### src/comparator_control_regs.svh
// Register map, field positions and reset values of the comparator control
`ifndef COMPARATOR_CONTROL_REGS_SVH
`define COMPARATOR_CONTROL_REGS_SVH
`define OFFSET_CONTROL      12'h000
`define OFFSET_INPUT_SELECT 12'h008
`define OFFSET_REFERENCE    12'h010
`define OFFSET_INT_ENABLE   12'h018
`define OFFSET_STATUS       12'h01c
`define RESET_CONTROL       8'h00
`define RESET_INPUT_SELECT  8'h00
`define RESET_REFERENCE     8'hff
`define RESET_INT_ENABLE    8'h00
`define BIT_STANDBY_RUN     7
`define BIT_PAD_ENABLE      6
`define BIT_LOW_POWER       3
`define BIT_ENABLE          0
`define BIT_INVERT          7
`define BIT_STATE           4
`define BIT_FLAG            0
`define EDGE_BOTH           2'h0
`define EDGE_FALLING        2'h2
`define EDGE_RISING         2'h3
`define EDGE_BITS           5:4
`define HYST_BITS           2:1
`define POS_BITS            4:3
`define NEG_BITS            1:0
`define BIT_IRQ_ENABLE      0
`define MASK_INPUT_SELECT   8'h9b
`define MASK_INT_ENABLE     8'h01
`endif

### src/comparator_control_pkg.sv
// Types shared by the comparator control logic
package comparator_control_pkg;
	typedef enum logic [1:0] {
		either_edge  = 2'h0,
		edge_reserved = 2'h1,
		falling_edge = 2'h2,
		rising_edge  = 2'h3
	} edge_select_type;
endpackage : comparator_control_pkg

### src/comparator_control_regs.sv
// APB register block and digital logic around an analog comparator
//
// Chosen here: the APB interface to the registers.
`timescale 1ns/1ns
`default_nettype none
`include "comparator_control_regs.svh"
module comparator_control_regs
	import comparator_control_pkg::*;
#(
	parameter int SYNC_STAGES = 3
) (
	input  wire logic        pclk,
	input  wire logic        presetn,
	input  wire logic        psel,
	input  wire logic        penable,
	input  wire logic        pwrite,
	input  wire logic [11:0] paddr,
	input  wire logic [31:0] pwdata,
	input  wire logic [3:0]  pstrb,
	output logic      [31:0] prdata,
	output logic             pready,
	output logic             pslverr,
	input  wire logic        standby_sleep,
	input  wire logic        analog_compare,
	output logic             comparator_on,
	output logic             low_power_select,
	output logic      [1:0]  hysteresis_select,
	output logic      [1:0]  positive_input_select,
	output logic      [1:0]  negative_input_select,
	output logic      [7:0]  divider_reference_code,
	output logic             pad_out,
	output logic             pad_out_en,
	output logic             event_level,
	output logic             irq
);
	// Timing as software sees it:
	// - every APB access is answered in its first access cycle, no waits
	// - configuration fields reach the analog side one clock after a write; the divider code drives it straight from its register
	// - the state bit lags the comparator by SYNC_STAGES clocks
	// - the flag sets one clock after the synchronised edge, the request
	//   one clock after that
	// Limitation: pulses shorter than a clock period may be missed, since
	// the raw decision is sampled, not latched; a glitch filter would add
	// latency that software polling the state bit would also see.
	// Standby freezes the synchroniser and the setting of the flag together, so a change
	// that happened while the clock stood still is seen on wake-up as a
	// level change and still sets the flag once.

	initial begin
		if (SYNC_STAGES < 2)
			$error("SYNC_STAGES must be at least 2");
	end

	logic [7:0]             comparator_control;
	logic [7:0]             input_select;
	logic [7:0]             interrupt_enable;
	logic                   compare_irq_bit;
	logic [SYNC_STAGES-1:0] sync;
	logic                   state_prev;
	logic                   running;
	logic                   clock_live;
	logic                   out_now;
	logic                   rise;
	logic                   fall;
	logic                   edge_hit;
	logic                   acc;
	logic                   wr;
	logic                   clear_req;
	edge_select_type        edge_select;

	// Access phase; this slave never waits, so every access is one cycle
	assign acc = psel && penable;
	assign wr  = acc && pwrite && pstrb[0];
	assign edge_select = edge_select_type'(comparator_control[`EDGE_BITS]);

	// Standby halts the comparator unless told to keep running
	assign running = comparator_control[`BIT_ENABLE] &&
		(!standby_sleep || comparator_control[`BIT_STANDBY_RUN]);
	// The peripheral clock stands still in standby: synchroniser and flag setting freeze
	assign clock_live = !standby_sleep;

	// Analog decision is one when positive exceeds negative; invert
	assign out_now = running &&
		(analog_compare ^ input_select[`BIT_INVERT]);

	// Control register: enable, modes and standby behaviour
	always_ff @(posedge pclk or negedge presetn) begin
		if (!presetn)
			comparator_control <= `RESET_CONTROL;
		else if (wr && paddr == `OFFSET_CONTROL)
			comparator_control <= pwdata[7:0];
	end

	// Input selection; unused bits are masked so they read zero
	always_ff @(posedge pclk or negedge presetn) begin
		if (!presetn)
			input_select <= `RESET_INPUT_SELECT;
		else if (wr && paddr == `OFFSET_INPUT_SELECT)
			input_select <= pwdata[7:0] & `MASK_INPUT_SELECT;
	end

	// Divider code; resets to full scale
	always_ff @(posedge pclk or negedge presetn) begin
		if (!presetn)
			divider_reference_code <= `RESET_REFERENCE;
		else if (wr && paddr == `OFFSET_REFERENCE)
			divider_reference_code <= pwdata[7:0];
	end

	// Interrupt enable; only the request enable bit is kept
	always_ff @(posedge pclk or negedge presetn) begin
		if (!presetn)
			interrupt_enable <= `RESET_INT_ENABLE;
		else if (wr && paddr == `OFFSET_INT_ENABLE)
			interrupt_enable <= pwdata[7:0] & `MASK_INT_ENABLE;
	end

	// Analog-facing controls are registered copies of the fields
	always_ff @(posedge pclk or negedge presetn) begin
		if (!presetn) begin
			comparator_on         <= 1'b0;
			low_power_select      <= 1'b0;
			hysteresis_select     <= 2'h0;
			positive_input_select <= 2'h0;
			negative_input_select <= 2'h0;
		end else begin
			comparator_on         <= running;
			low_power_select      <= comparator_control[`BIT_LOW_POWER];
			hysteresis_select     <= comparator_control[`HYST_BITS];
			positive_input_select <= input_select[`POS_BITS];
			negative_input_select <= input_select[`NEG_BITS];
		end
	end

	// Pad and event follow the output; registered, so one cycle late
	always_ff @(posedge pclk or negedge presetn) begin
		if (!presetn) begin
			pad_out     <= 1'b0;
			pad_out_en  <= 1'b0;
			event_level <= 1'b0;
		end else begin
			pad_out     <= out_now;
			pad_out_en  <= comparator_control[`BIT_PAD_ENABLE];
			event_level <= out_now;
		end
	end

	// Synchroniser; only the last stage is looked at, hence SYNC_STAGES cycles
	always_ff @(posedge pclk or negedge presetn) begin
		if (!presetn) begin
			sync       <= '0;
			state_prev <= 1'b0;
		end else if (clock_live) begin
			sync       <= {sync[SYNC_STAGES-2:0], out_now};
			state_prev <= sync[SYNC_STAGES-1];
		end
	end

	// Edge detection on the synchronised level
	assign rise = sync[SYNC_STAGES-1] && !state_prev;
	assign fall = !sync[SYNC_STAGES-1] && state_prev;
	always_comb begin
		case (edge_select)
			either_edge:  edge_hit = rise || fall;
			falling_edge: edge_hit = fall;
			rising_edge:  edge_hit = rise;
			default:      edge_hit = 1'b0; // Reserved code raises nothing
		endcase
	end

	// Only a one in bit 0 clears; zero and the state bit are ignored
	assign clear_req = wr && (paddr == `OFFSET_STATUS) &&
		pwdata[`BIT_FLAG];

	// Flag: a set in the clearing cycle wins so no edge is lost
	always_ff @(posedge pclk or negedge presetn) begin
		if (!presetn)
			compare_irq_bit <= 1'b0;
		else if (clock_live && edge_hit)
			compare_irq_bit <= 1'b1;
		else if (clear_req)
			compare_irq_bit <= 1'b0;
	end

	// Request follows flag and enable
	always_ff @(posedge pclk or negedge presetn) begin
		if (!presetn)
			irq <= 1'b0;
		else
			irq <= compare_irq_bit && interrupt_enable[`BIT_IRQ_ENABLE];
	end

	// Read data; unmapped addresses read zero and answer with an error
	always_ff @(posedge pclk or negedge presetn) begin
		if (!presetn) begin
			prdata  <= 32'h0000_0000;
			pready  <= 1'b0;
			pslverr <= 1'b0;
		end else begin
			pready  <= psel && !penable;
			pslverr <= 1'b0;
			prdata  <= 32'h0000_0000;
			if (psel && !penable) begin
				if (paddr == `OFFSET_CONTROL)
					prdata <= {24'h000000, comparator_control};
				else if (paddr == `OFFSET_INPUT_SELECT)
					prdata <= {24'h000000, input_select};
				else if (paddr == `OFFSET_REFERENCE)
					prdata <= {24'h000000, divider_reference_code};
				else if (paddr == `OFFSET_INT_ENABLE)
					prdata <= {24'h000000, interrupt_enable};
				else if (paddr == `OFFSET_STATUS)
					prdata <= {27'h0000000, sync[SYNC_STAGES-1], 3'h0,
						compare_irq_bit};
				else
					pslverr <= 1'b1;
			end
		end
	end

	// Checks on the flag: set on edges, set beats clear, clear works
	a_flag_on_edge: assert property (
		@(posedge pclk) disable iff (!presetn)
		clock_live && edge_hit |=> compare_irq_bit)
		else $error("flag not set after selected edge");
	a_set_beats_clear: assert property (
		@(posedge pclk) disable iff (!presetn)
		clock_live && edge_hit && clear_req |=> compare_irq_bit)
		else $error("clear beat a simultaneous set");
	a_clear_works: assert property (
		@(posedge pclk) disable iff (!presetn)
		clear_req && !(clock_live && edge_hit) |=> !compare_irq_bit)
		else $error("flag not cleared");
	a_reserved_quiet: assert property (
		@(posedge pclk) disable iff (!presetn)
		edge_select == edge_reserved |-> !edge_hit)
		else $error("reserved edge code raised flag");

	// Checks on the request and its enable
	a_irq_follows: assert property (
		@(posedge pclk) disable iff (!presetn)
		##1 irq == $past(compare_irq_bit && interrupt_enable[0]))
		else $error("request mismatch");
	a_irq_gated: assert property (
		@(posedge pclk) disable iff (!presetn)
		!interrupt_enable[`BIT_IRQ_ENABLE] |=> !irq)
		else $error("request raised while disabled");

	// Synchroniser lag once the three stages have all been clocked; flag held in standby
	a_state_lag: assert property (
		@(posedge pclk) disable iff (!presetn)
		clock_live [*3] ##1 1'b1 |->
		sync[SYNC_STAGES-1] == $past(out_now, 3))
		else $error("state bit lag wrong");
	a_standby_freeze: assert property (
		@(posedge pclk) disable iff (!presetn)
		!clock_live && !clear_req |=> $stable(compare_irq_bit))
		else $error("flag moved in standby");

	// Checks on what the analog side, pad and event network see
	a_halt_standby: assert property (
		@(posedge pclk) disable iff (!presetn)
		standby_sleep && !comparator_control[`BIT_STANDBY_RUN] |=>
		!comparator_on)
		else $error("comparator running in standby");
	a_enable_follows: assert property (
		@(posedge pclk) disable iff (!presetn)
		##1 comparator_on == $past(running))
		else $error("comparator enable mismatch");
	a_pad_enable: assert property (
		@(posedge pclk) disable iff (!presetn)
		##1 pad_out_en == $past(comparator_control[`BIT_PAD_ENABLE]))
		else $error("pad enable mismatch");
	a_pad_value: assert property (
		@(posedge pclk) disable iff (!presetn)
		##1 pad_out == $past(out_now))
		else $error("pad value mismatch");
	a_event_follows: assert property (
		@(posedge pclk) disable iff (!presetn)
		##1 event_level == $past(out_now))
		else $error("event level mismatch");
	a_low_power_copy: assert property (
		@(posedge pclk) disable iff (!presetn)
		##1 low_power_select == $past(comparator_control[`BIT_LOW_POWER]))
		else $error("low power select mismatch");
	a_hyst_copy: assert property (
		@(posedge pclk) disable iff (!presetn)
		##1 hysteresis_select == $past(comparator_control[`HYST_BITS]))
		else $error("hysteresis select mismatch");
	a_pos_copy: assert property (
		@(posedge pclk) disable iff (!presetn)
		##1 positive_input_select == $past(input_select[`POS_BITS]))
		else $error("positive select mismatch");
	a_neg_copy: assert property (
		@(posedge pclk) disable iff (!presetn)
		##1 negative_input_select == $past(input_select[`NEG_BITS]))
		else $error("negative select mismatch");

	// Main scenarios worth seeing
	c_rise_flag: cover property (@(posedge pclk) disable iff (!presetn)
		rise && edge_select == rising_edge ##1 compare_irq_bit);
	c_either_flag: cover property (@(posedge pclk) disable iff (!presetn)
		fall && edge_select == either_edge ##1 compare_irq_bit);
	c_fall_flag: cover property (@(posedge pclk) disable iff (!presetn)
		fall && edge_select == falling_edge ##1 compare_irq_bit);
	c_irq_clear: cover property (@(posedge pclk) disable iff (!presetn)
		irq ##1 clear_req ##2 !irq);
	c_standby_run: cover property (@(posedge pclk) disable iff (!presetn)
		standby_sleep && comparator_on);
endmodule : comparator_control_regs
`default_nettype wire

### config.mk
export PLATFORM = sky130hd
export DESIGN_NAME = comparator_control_regs
export DESIGN_NICKNAME = d
export VERILOG_FILES = /design/src/comparator_control_pkg.sv /design/src/comparator_control_regs.sv
export VERILOG_INCLUDE_DIRS = /design/src
export SDC_FILE = /design/constraint.sdc
export NUM_CORES = 1
export LEC_CHECK = 0
export BUFFER_PORTS_ARGS = -buffer_cell sky130_fd_sc_hd__buf_2
export CAP_MARGIN = 10
export CORE_UTILIZATION = 47
export CTS_BUF_LIST = sky130_fd_sc_hd__clkbuf_4 sky130_fd_sc_hd__clkbuf_8
export DETAILED_ROUTE_END_ITERATION = 10
export PLACE_DENSITY_LB_ADDON = 0.2
export SLEW_MARGIN = 30
export SYNTH_ARGS = -nofsm -noshare
export SYNTH_HDL_FRONTEND = slang
export SYNTH_SLANG_ARGS = --single-unit
export TNS_END_PERCENT = 30
### constraint.sdc
create_clock -name pclk -period 1.4 [get_ports pclk]
set_input_delay 0.14 -clock pclk [delete_from_list [all_inputs] [get_ports pclk]]
set_output_delay 0.14 -clock pclk [all_outputs]
set_load 0.01 [all_outputs]
[Yosys cells after proc, flatten, opt, wreduce, memory -nomap -nowiden]
Index checks and enable logic that the tools add are counted.
Widths: inputs -> output; s select.
Cells by class
  equality and inequality tests: 6
  mux-type cells: 15
  bitwise gates (word level): 1
  reductions and logical operators: 25
Operators by type and width (number)
  $eq 12x5->1 const B: 3
  $mux 32: 1
  $mux 8: 3
  $logic_and 1x1->1: 16
  $eq 12x4->1 const B: 1
  $logic_not 12->1: 1
  $mux 5: 2
  $mux 1: 8
  $eq 2x2->1 const B: 2
  $logic_not 1->1: 4
  $pmux 1 s3: 1
  $logic_not 2->1: 1
  $logic_or 1x1->1: 2
  $reduce_bool 2->1: 1
  $xor 1x1->1: 1
Storage, ports and cells
  bits of input ports: 55
  word-level logic and storage cells: 65
  register bits: 72
  output and inout port bits: 54

[Longest topological paths before layout]
  depth after elaboration: 7
  gate-level depth with buffers: 7
  gate-level depth less buffers: 5

[Worst setup path before layout]
No wires, ideal clock.
  path type: input to register
  from: in paddr[2]
  to: reg divider_reference_code[0]
  arrival: 1.510 ns
  buffers on the path: 3
  path slack: -0.192 ns
  required time: 1.318 ns
  library setup time: 0.082 ns
  cell stages on the path: 7
  path through: buf_6 > or3_1 > clkbuf_4 > nor2_1 > and3_1 > buf_4 > mux2_2
On the way
  longest elaborated chain between the ends: 2
Ends and longest elaborated chain
  from (decl): RTL line comparator_control_regs.sv:17  | input wire logic [11:0] paddr,
  $eq 12x5->1 (no line)
  $logic_and 1x1->1 (no line)
  to (signal assigned): RTL line comparator_control_regs.sv:105  | divider_reference_code <= `RESET_REFERENCE;
  to (signal assigned): RTL line comparator_control_regs.sv:107  | divider_reference_code <= pwdata[7:0];
  to (decl): RTL line comparator_control_regs.sv:30  | output logic [7:0] divider_reference_code,
No other way between the ends.
A chain may end at the register's enable or synchronous reset.

[Worst setup path after layout]
  from: in paddr[6]
  to: reg prdata[7]
On the way
  longest elaborated chain between the ends: 5
  elaborated cells between the ends (all ways): 7
  classes of those cells: eq/ne (2); mux (4); reduce/logical (1)
Ends and longest elaborated chain
  $eq 12x5->1 (no line)
  $mux 8: RTL line comparator_control_regs.sv:208  | else if (paddr == `OFFSET_REFERENCE)
  $mux 8: RTL line comparator_control_regs.sv:206  | else if (paddr == `OFFSET_INPUT_SELECT)
  $mux 8 (*): RTL line comparator_control_regs.sv:204  | if (paddr == `OFFSET_CONTROL)
  $mux 32 (*): RTL line comparator_control_regs.sv:203  | if (psel && !penable) begin
  to (signal assigned): RTL line comparator_control_regs.sv:205  | prdata <= {24'h000000, comparator_control};
  to (signal assigned): RTL line comparator_control_regs.sv:207  | prdata <= {24'h000000, input_select};
  to (signal assigned): RTL line comparator_control_regs.sv:209  | prdata <= {24'h000000, divider_reference_code};
  to (decl): RTL line comparator_control_regs.sv:20  | output logic [31:0] prdata,
Every way passes the cells marked *; elsewhere a longest branch is shown, timed or not.

==> impl_metrics.py <==
metrics = {
    "die": {
        "rows": 24,
        "die_h_um": 70.47,
        "num_io_pins": 109,
        "die_width_um": 70.47,
        "dieArea_sq_um": 4966,
        "floorplan.initialDensity_pct": 49.58,
        "core_area_sq_um": 4444,
    },
    "critical_path": {
        "critical_path.max_fanout": 5,
        "reg2reg_from": "sync[2]$_DFFE_PN0N_",
        "cells_traversed_along_the_worst_timing_path": "buf_6 -> or4_4 -> buf_6 -> nor4_4 -> o21ai_1 -> a221oi_2",
        "arrival_ns": 1.57,
        "critical_path.n_buffers_inverters": 2,
        "data_required_time_at_the_worst_endpoint_ns": 1.61,
        "worst_r2r_path_depth": 5,
        "timing.critical_path.mode_cell": "sky130_fd_sc_hd__buf_6",
        "timing.critical_path.to_type": "flop",
        "startpoint_type": "input port",
        "top_delay_family_on_crit_path": "simple AND/OR/NAND/NOR gates",
        "setup.worst_path.class": "input port to flop",
        "crit_path_top_delay_cell": "sky130_fd_sc_hd__or4_4",
        "crit-reg2reg-capture": "compare_irq_bit$_DFFE_PN0P_",
        "regToRegSetupSlack_ns": 0.14,
        "cp_slowest_stage_delay_ns": 0.56,
        "critical_path.startpoint": "paddr[6]",
        "crit_end": "prdata[7]$_DFF_PN0_",
        "cp.depth": 6,
    },
    "clock_tree": {
        "clock_sink_count": 48,
        "tritoncts_clock_tree": "done",
        "cts-root-buf": "sky130_fd_sc_hd__clkbuf_8",
        "numCtsBuffers": 5,
        "path_clk_slew_ns": 0.08,
        "cts.htree.levels": 2,
        "clk-insertion-delay-late_ns": 0.30,
        "cts.path.max_buffers": 2,
    },
    "power": {
        "power.switching_fraction_pct": 22.83,
        "power_density_nw_per_um2": 920.0,
        "combPwrFrac_pct": 8.2,
        "p_switching_mw": 0.5728,
        "worst_voltage_drop_across_the_vdd_grid_uv": 421.9,
        "internal_power_mw": 1.937,
        "clock_power_share_pct": 36.2,
        "cellLeakagePower_nw": 1.443,
        "seq_power_share_pct": 55.6,
    },
    "timing": {
        "layout_setup_ws_ns": 0.03452,
        "skew_ns": 0.005310,
        "max_clock_freq_ghz": 0.7323,
        "period_share_pct": 97.53,
        "rsz0062_at_grt": "true",
        "report.final.setup_viol": 0,
        "hold_viol": 0,
        "finalMaxSlewViolations": 0,
        "period_minus_slack_ns": 1.365,
    },
    "global_routing": {
        "grt_antenna_before_repair": 0,
        "grt_start_max_net_pins": 49,
        "grt.total_usage_pct": 19.90,
        "first_pass_grt_wire_length_mm": 7.438,
        "grt.overflow.total": 0,
        "vias_in_the_first_global_route": 1601,
    },
    "worst_hold_path": {
        "hold_path_startpoint": "pwdata[6]",
        "hold_path.class": "input port to flop",
    },
    "layout": {
        "mostFrequentLayoutCells": "sky130_fd_sc_hd__buf_2, sky130_fd_sc_hd__dfrtp_1, sky130_fd_sc_hd__mux2_2",
        "final_core_util_pct": 61.37,
        "flow.area_growth_from_synthesis_pct": 23.79,
        "postLayoutCellArea_sq_um": 2728,
        "filler_cell_count": 362,
        "final_common_cell": "sky130_fd_sc_hd__buf_2",
        "number_of_inserted_diodes": 0,
        "drive_gt1_share_pct": 47.84,
        "finish.net_count": 311,
    },
    "route": {
        "detailedRoute.firstIterationViolations": 106,
        "detailroute.wirelength.met2_mm": 2.118,
        "detailed_route_wirelength_on_metal3_um": 290,
        "route.final.wire_length_mm": 4.391,
        "antenna_left": 0,
        "num_vias": 1523,
        "met1Wirelength_mm": 1.923,
        "drc": 18,
        "wl_per_cell_um": 14.30,
        "detailedRoute.firstPassIterationCount": 7,
        "top_layer": "met4",
        "via_per_inst": 4.961,
    },
    "place": {
        "post_dp_cell_area_sq_um": 2577,
        "place.detailed.hpwl_mm": 3.209,
        "routabilityCongestion": 0.8178,
        "io_buffer_count": 57,
        "placement.setup.worst_slack_ns": -0.3700,
    },
    "synth": {
        "synth_cells": 184,
        "synth_edf_count": 0,
        "average_instance_area_after_synthesis_sq_um": 11.97,
        "async_reset_ff_share_pct": 100.0,
        "syn_area_sq_um": 2203,
        "synthDistinctLibCells": 36,
        "synth-main-ff-cell": "sky130_fd_sc_hd__dfrtp_1",
        "synthesis_warnings": 0,
        "yosys_register_bits": 48,
        "ys_seq_area_share_pct": 54.97,
    },
    "status": {
        "violated_checks": "DRC",
        "outcome": "complete, but fails checks",
    },
    "run": {
        "maxCapViolations": 0,
    },
}
[final cells by class]
class	instances	area, sq um	share of cell area (%)
timing repair buffer	73	455.4	16.70
tap	52	65.06	2.385
sequential	48	1211	44.40
multi-input combinational	119	865.8	31.74
clock buffer	8	103.9	3.807
inverter	7	26.28	0.9633
[cells in the mapped netlist, types with 2 or more instances]
cell type	count	share of area (%)
sky130_fd_sc_hd__dfrtp_1	40	45
sky130_fd_sc_hd__buf_4	26	8.9
sky130_fd_sc_hd__mux2_2	25	13
sky130_fd_sc_hd__nand2_1	9	1.5
sky130_fd_sc_hd__dfstp_2	8	9.5
sky130_fd_sc_hd__inv_1	7	1.2
sky130_fd_sc_hd__nor2_1	7	1.2
sky130_fd_sc_hd__nor3_1	7	1.6
sky130_fd_sc_hd__o21ai_0	7	1.6
sky130_fd_sc_hd__clkbuf_1	5	0.85
sky130_fd_sc_hd__mux2i_1	4	1.8
sky130_fd_sc_hd__nand3_1	4	0.91
sky130_fd_sc_hd__nor4_1	4	1.1
sky130_fd_sc_hd__a221oi_1	3	1.2
sky130_fd_sc_hd__a21oi_1	2	0.45
sky130_fd_sc_hd__and3_1	2	0.57
sky130_fd_sc_hd__ha_1	2	1.1
sky130_fd_sc_hd__nand2b_1	2	0.57
sky130_fd_sc_hd__o31ai_1	2	0.68
sky130_fd_sc_hd__or3_1	2	0.57
[registers in the layout, indices dropped and copies added (netlist names), 2 cells and up]
name and flops:
comparator_control 8, divider_reference_code 8, hysteresis_select 2, input_select 5, negative_input_select 2, positive_input_select 2, prdata 8, sync 3
[worst reg2reg max path: cells and delay by family (launching register included)]
family / cells / cell delay (ns)
mux: 1 / 0.25
compound gates: 2 / 0.22
flops: 1 / 0.40
fa+ha+maj: 1 / 0.19
buf+inv: 1 / 0.07
[layer usage]
layer / vias to the layer above / global-route usage [%]
met5: - / 0
met4: 0 / 7.029
met3: 5 / 6.061
met2: 65 / 32.47
met1: 728 / 25.07
li1: 725 / -
[cells by family (layout without fill, tap and decap cells)]
| group | after synthesis | after routing | share of synthesized area, % |
|---|---|---|---|
| compound gates | 19 | 19 | 5.566 |
| xor+xnor | 1 | 1 | 0.3976 |
| fa+ha+maj | 2 | 2 | 1.136 |
| buf+inv | 40 | 88 | 11.76 |
| flops | 48 | 48 | 54.97 |
| mux | 29 | 29 | 14.59 |
| other cells | 1 | 24 | 0.1702 |
| simple gates | 44 | 44 | 11.41 |
[through the flow]
step | setup TNS (ns) | total power, mW | instances | hold WS (ns)
after floorplan | -1.616 | 1.565 | 207 | -0.1556
after global placement | -8.564 | 1.618 | 298 | 0.1432
after detailed placement | -9.044 | 1.619 | 298 | 0.1452
after CTS | -0.002319 | 2.537 | 307 | 0.08853
after global routing | -0.07587 | 2.619 | 307 | 0.08892
final | 0 | 2.509 | 307 | 0.09371
[worst min path at each step]
stage	endpoint	slack, ns	depth (start not counted)
finish	comparator_control[6]$_DFFE_PN0P_	0.09	2
global route	comparator_control[5]$_DFFE_PN0P_	0.09	2
CTS	divider_reference_code[5]$_DFFE_PN1P_	0.09	2
detailed placement	irq$_DFF_PN0_	0.15	2
global placement	irq$_DFF_PN0_	0.14	2
floorplan	comparator_control[0]$_DFFE_PN0P_	-0.16	0
[power groups by stage]
stage / registers [mW] / clock network, mW / logic, mW
6_report: 1.40 / 0.909 / 0.206
5_1_grt: 1.40 / 0.992 / 0.231
4_1_cts: 1.40 / 0.938 / 0.204
3_5_place_dp: 1.42 / 0 / 0.197
3_3_place_gp: 1.42 / 0 / 0.196
2_1_floorplan: 1.42 / 0 / 0.141
[timing repair]
action | in CTS | in global routing
setup buffers | 0 | 0
endpoints found under the setup margin | 13 | 4
gates resized for setup | 2 | 4
hold endpoints to repair | 40 | 0
hold buffers | 1 | 0
cloned | 0 | 0
(Power assumes the default switching activity.)
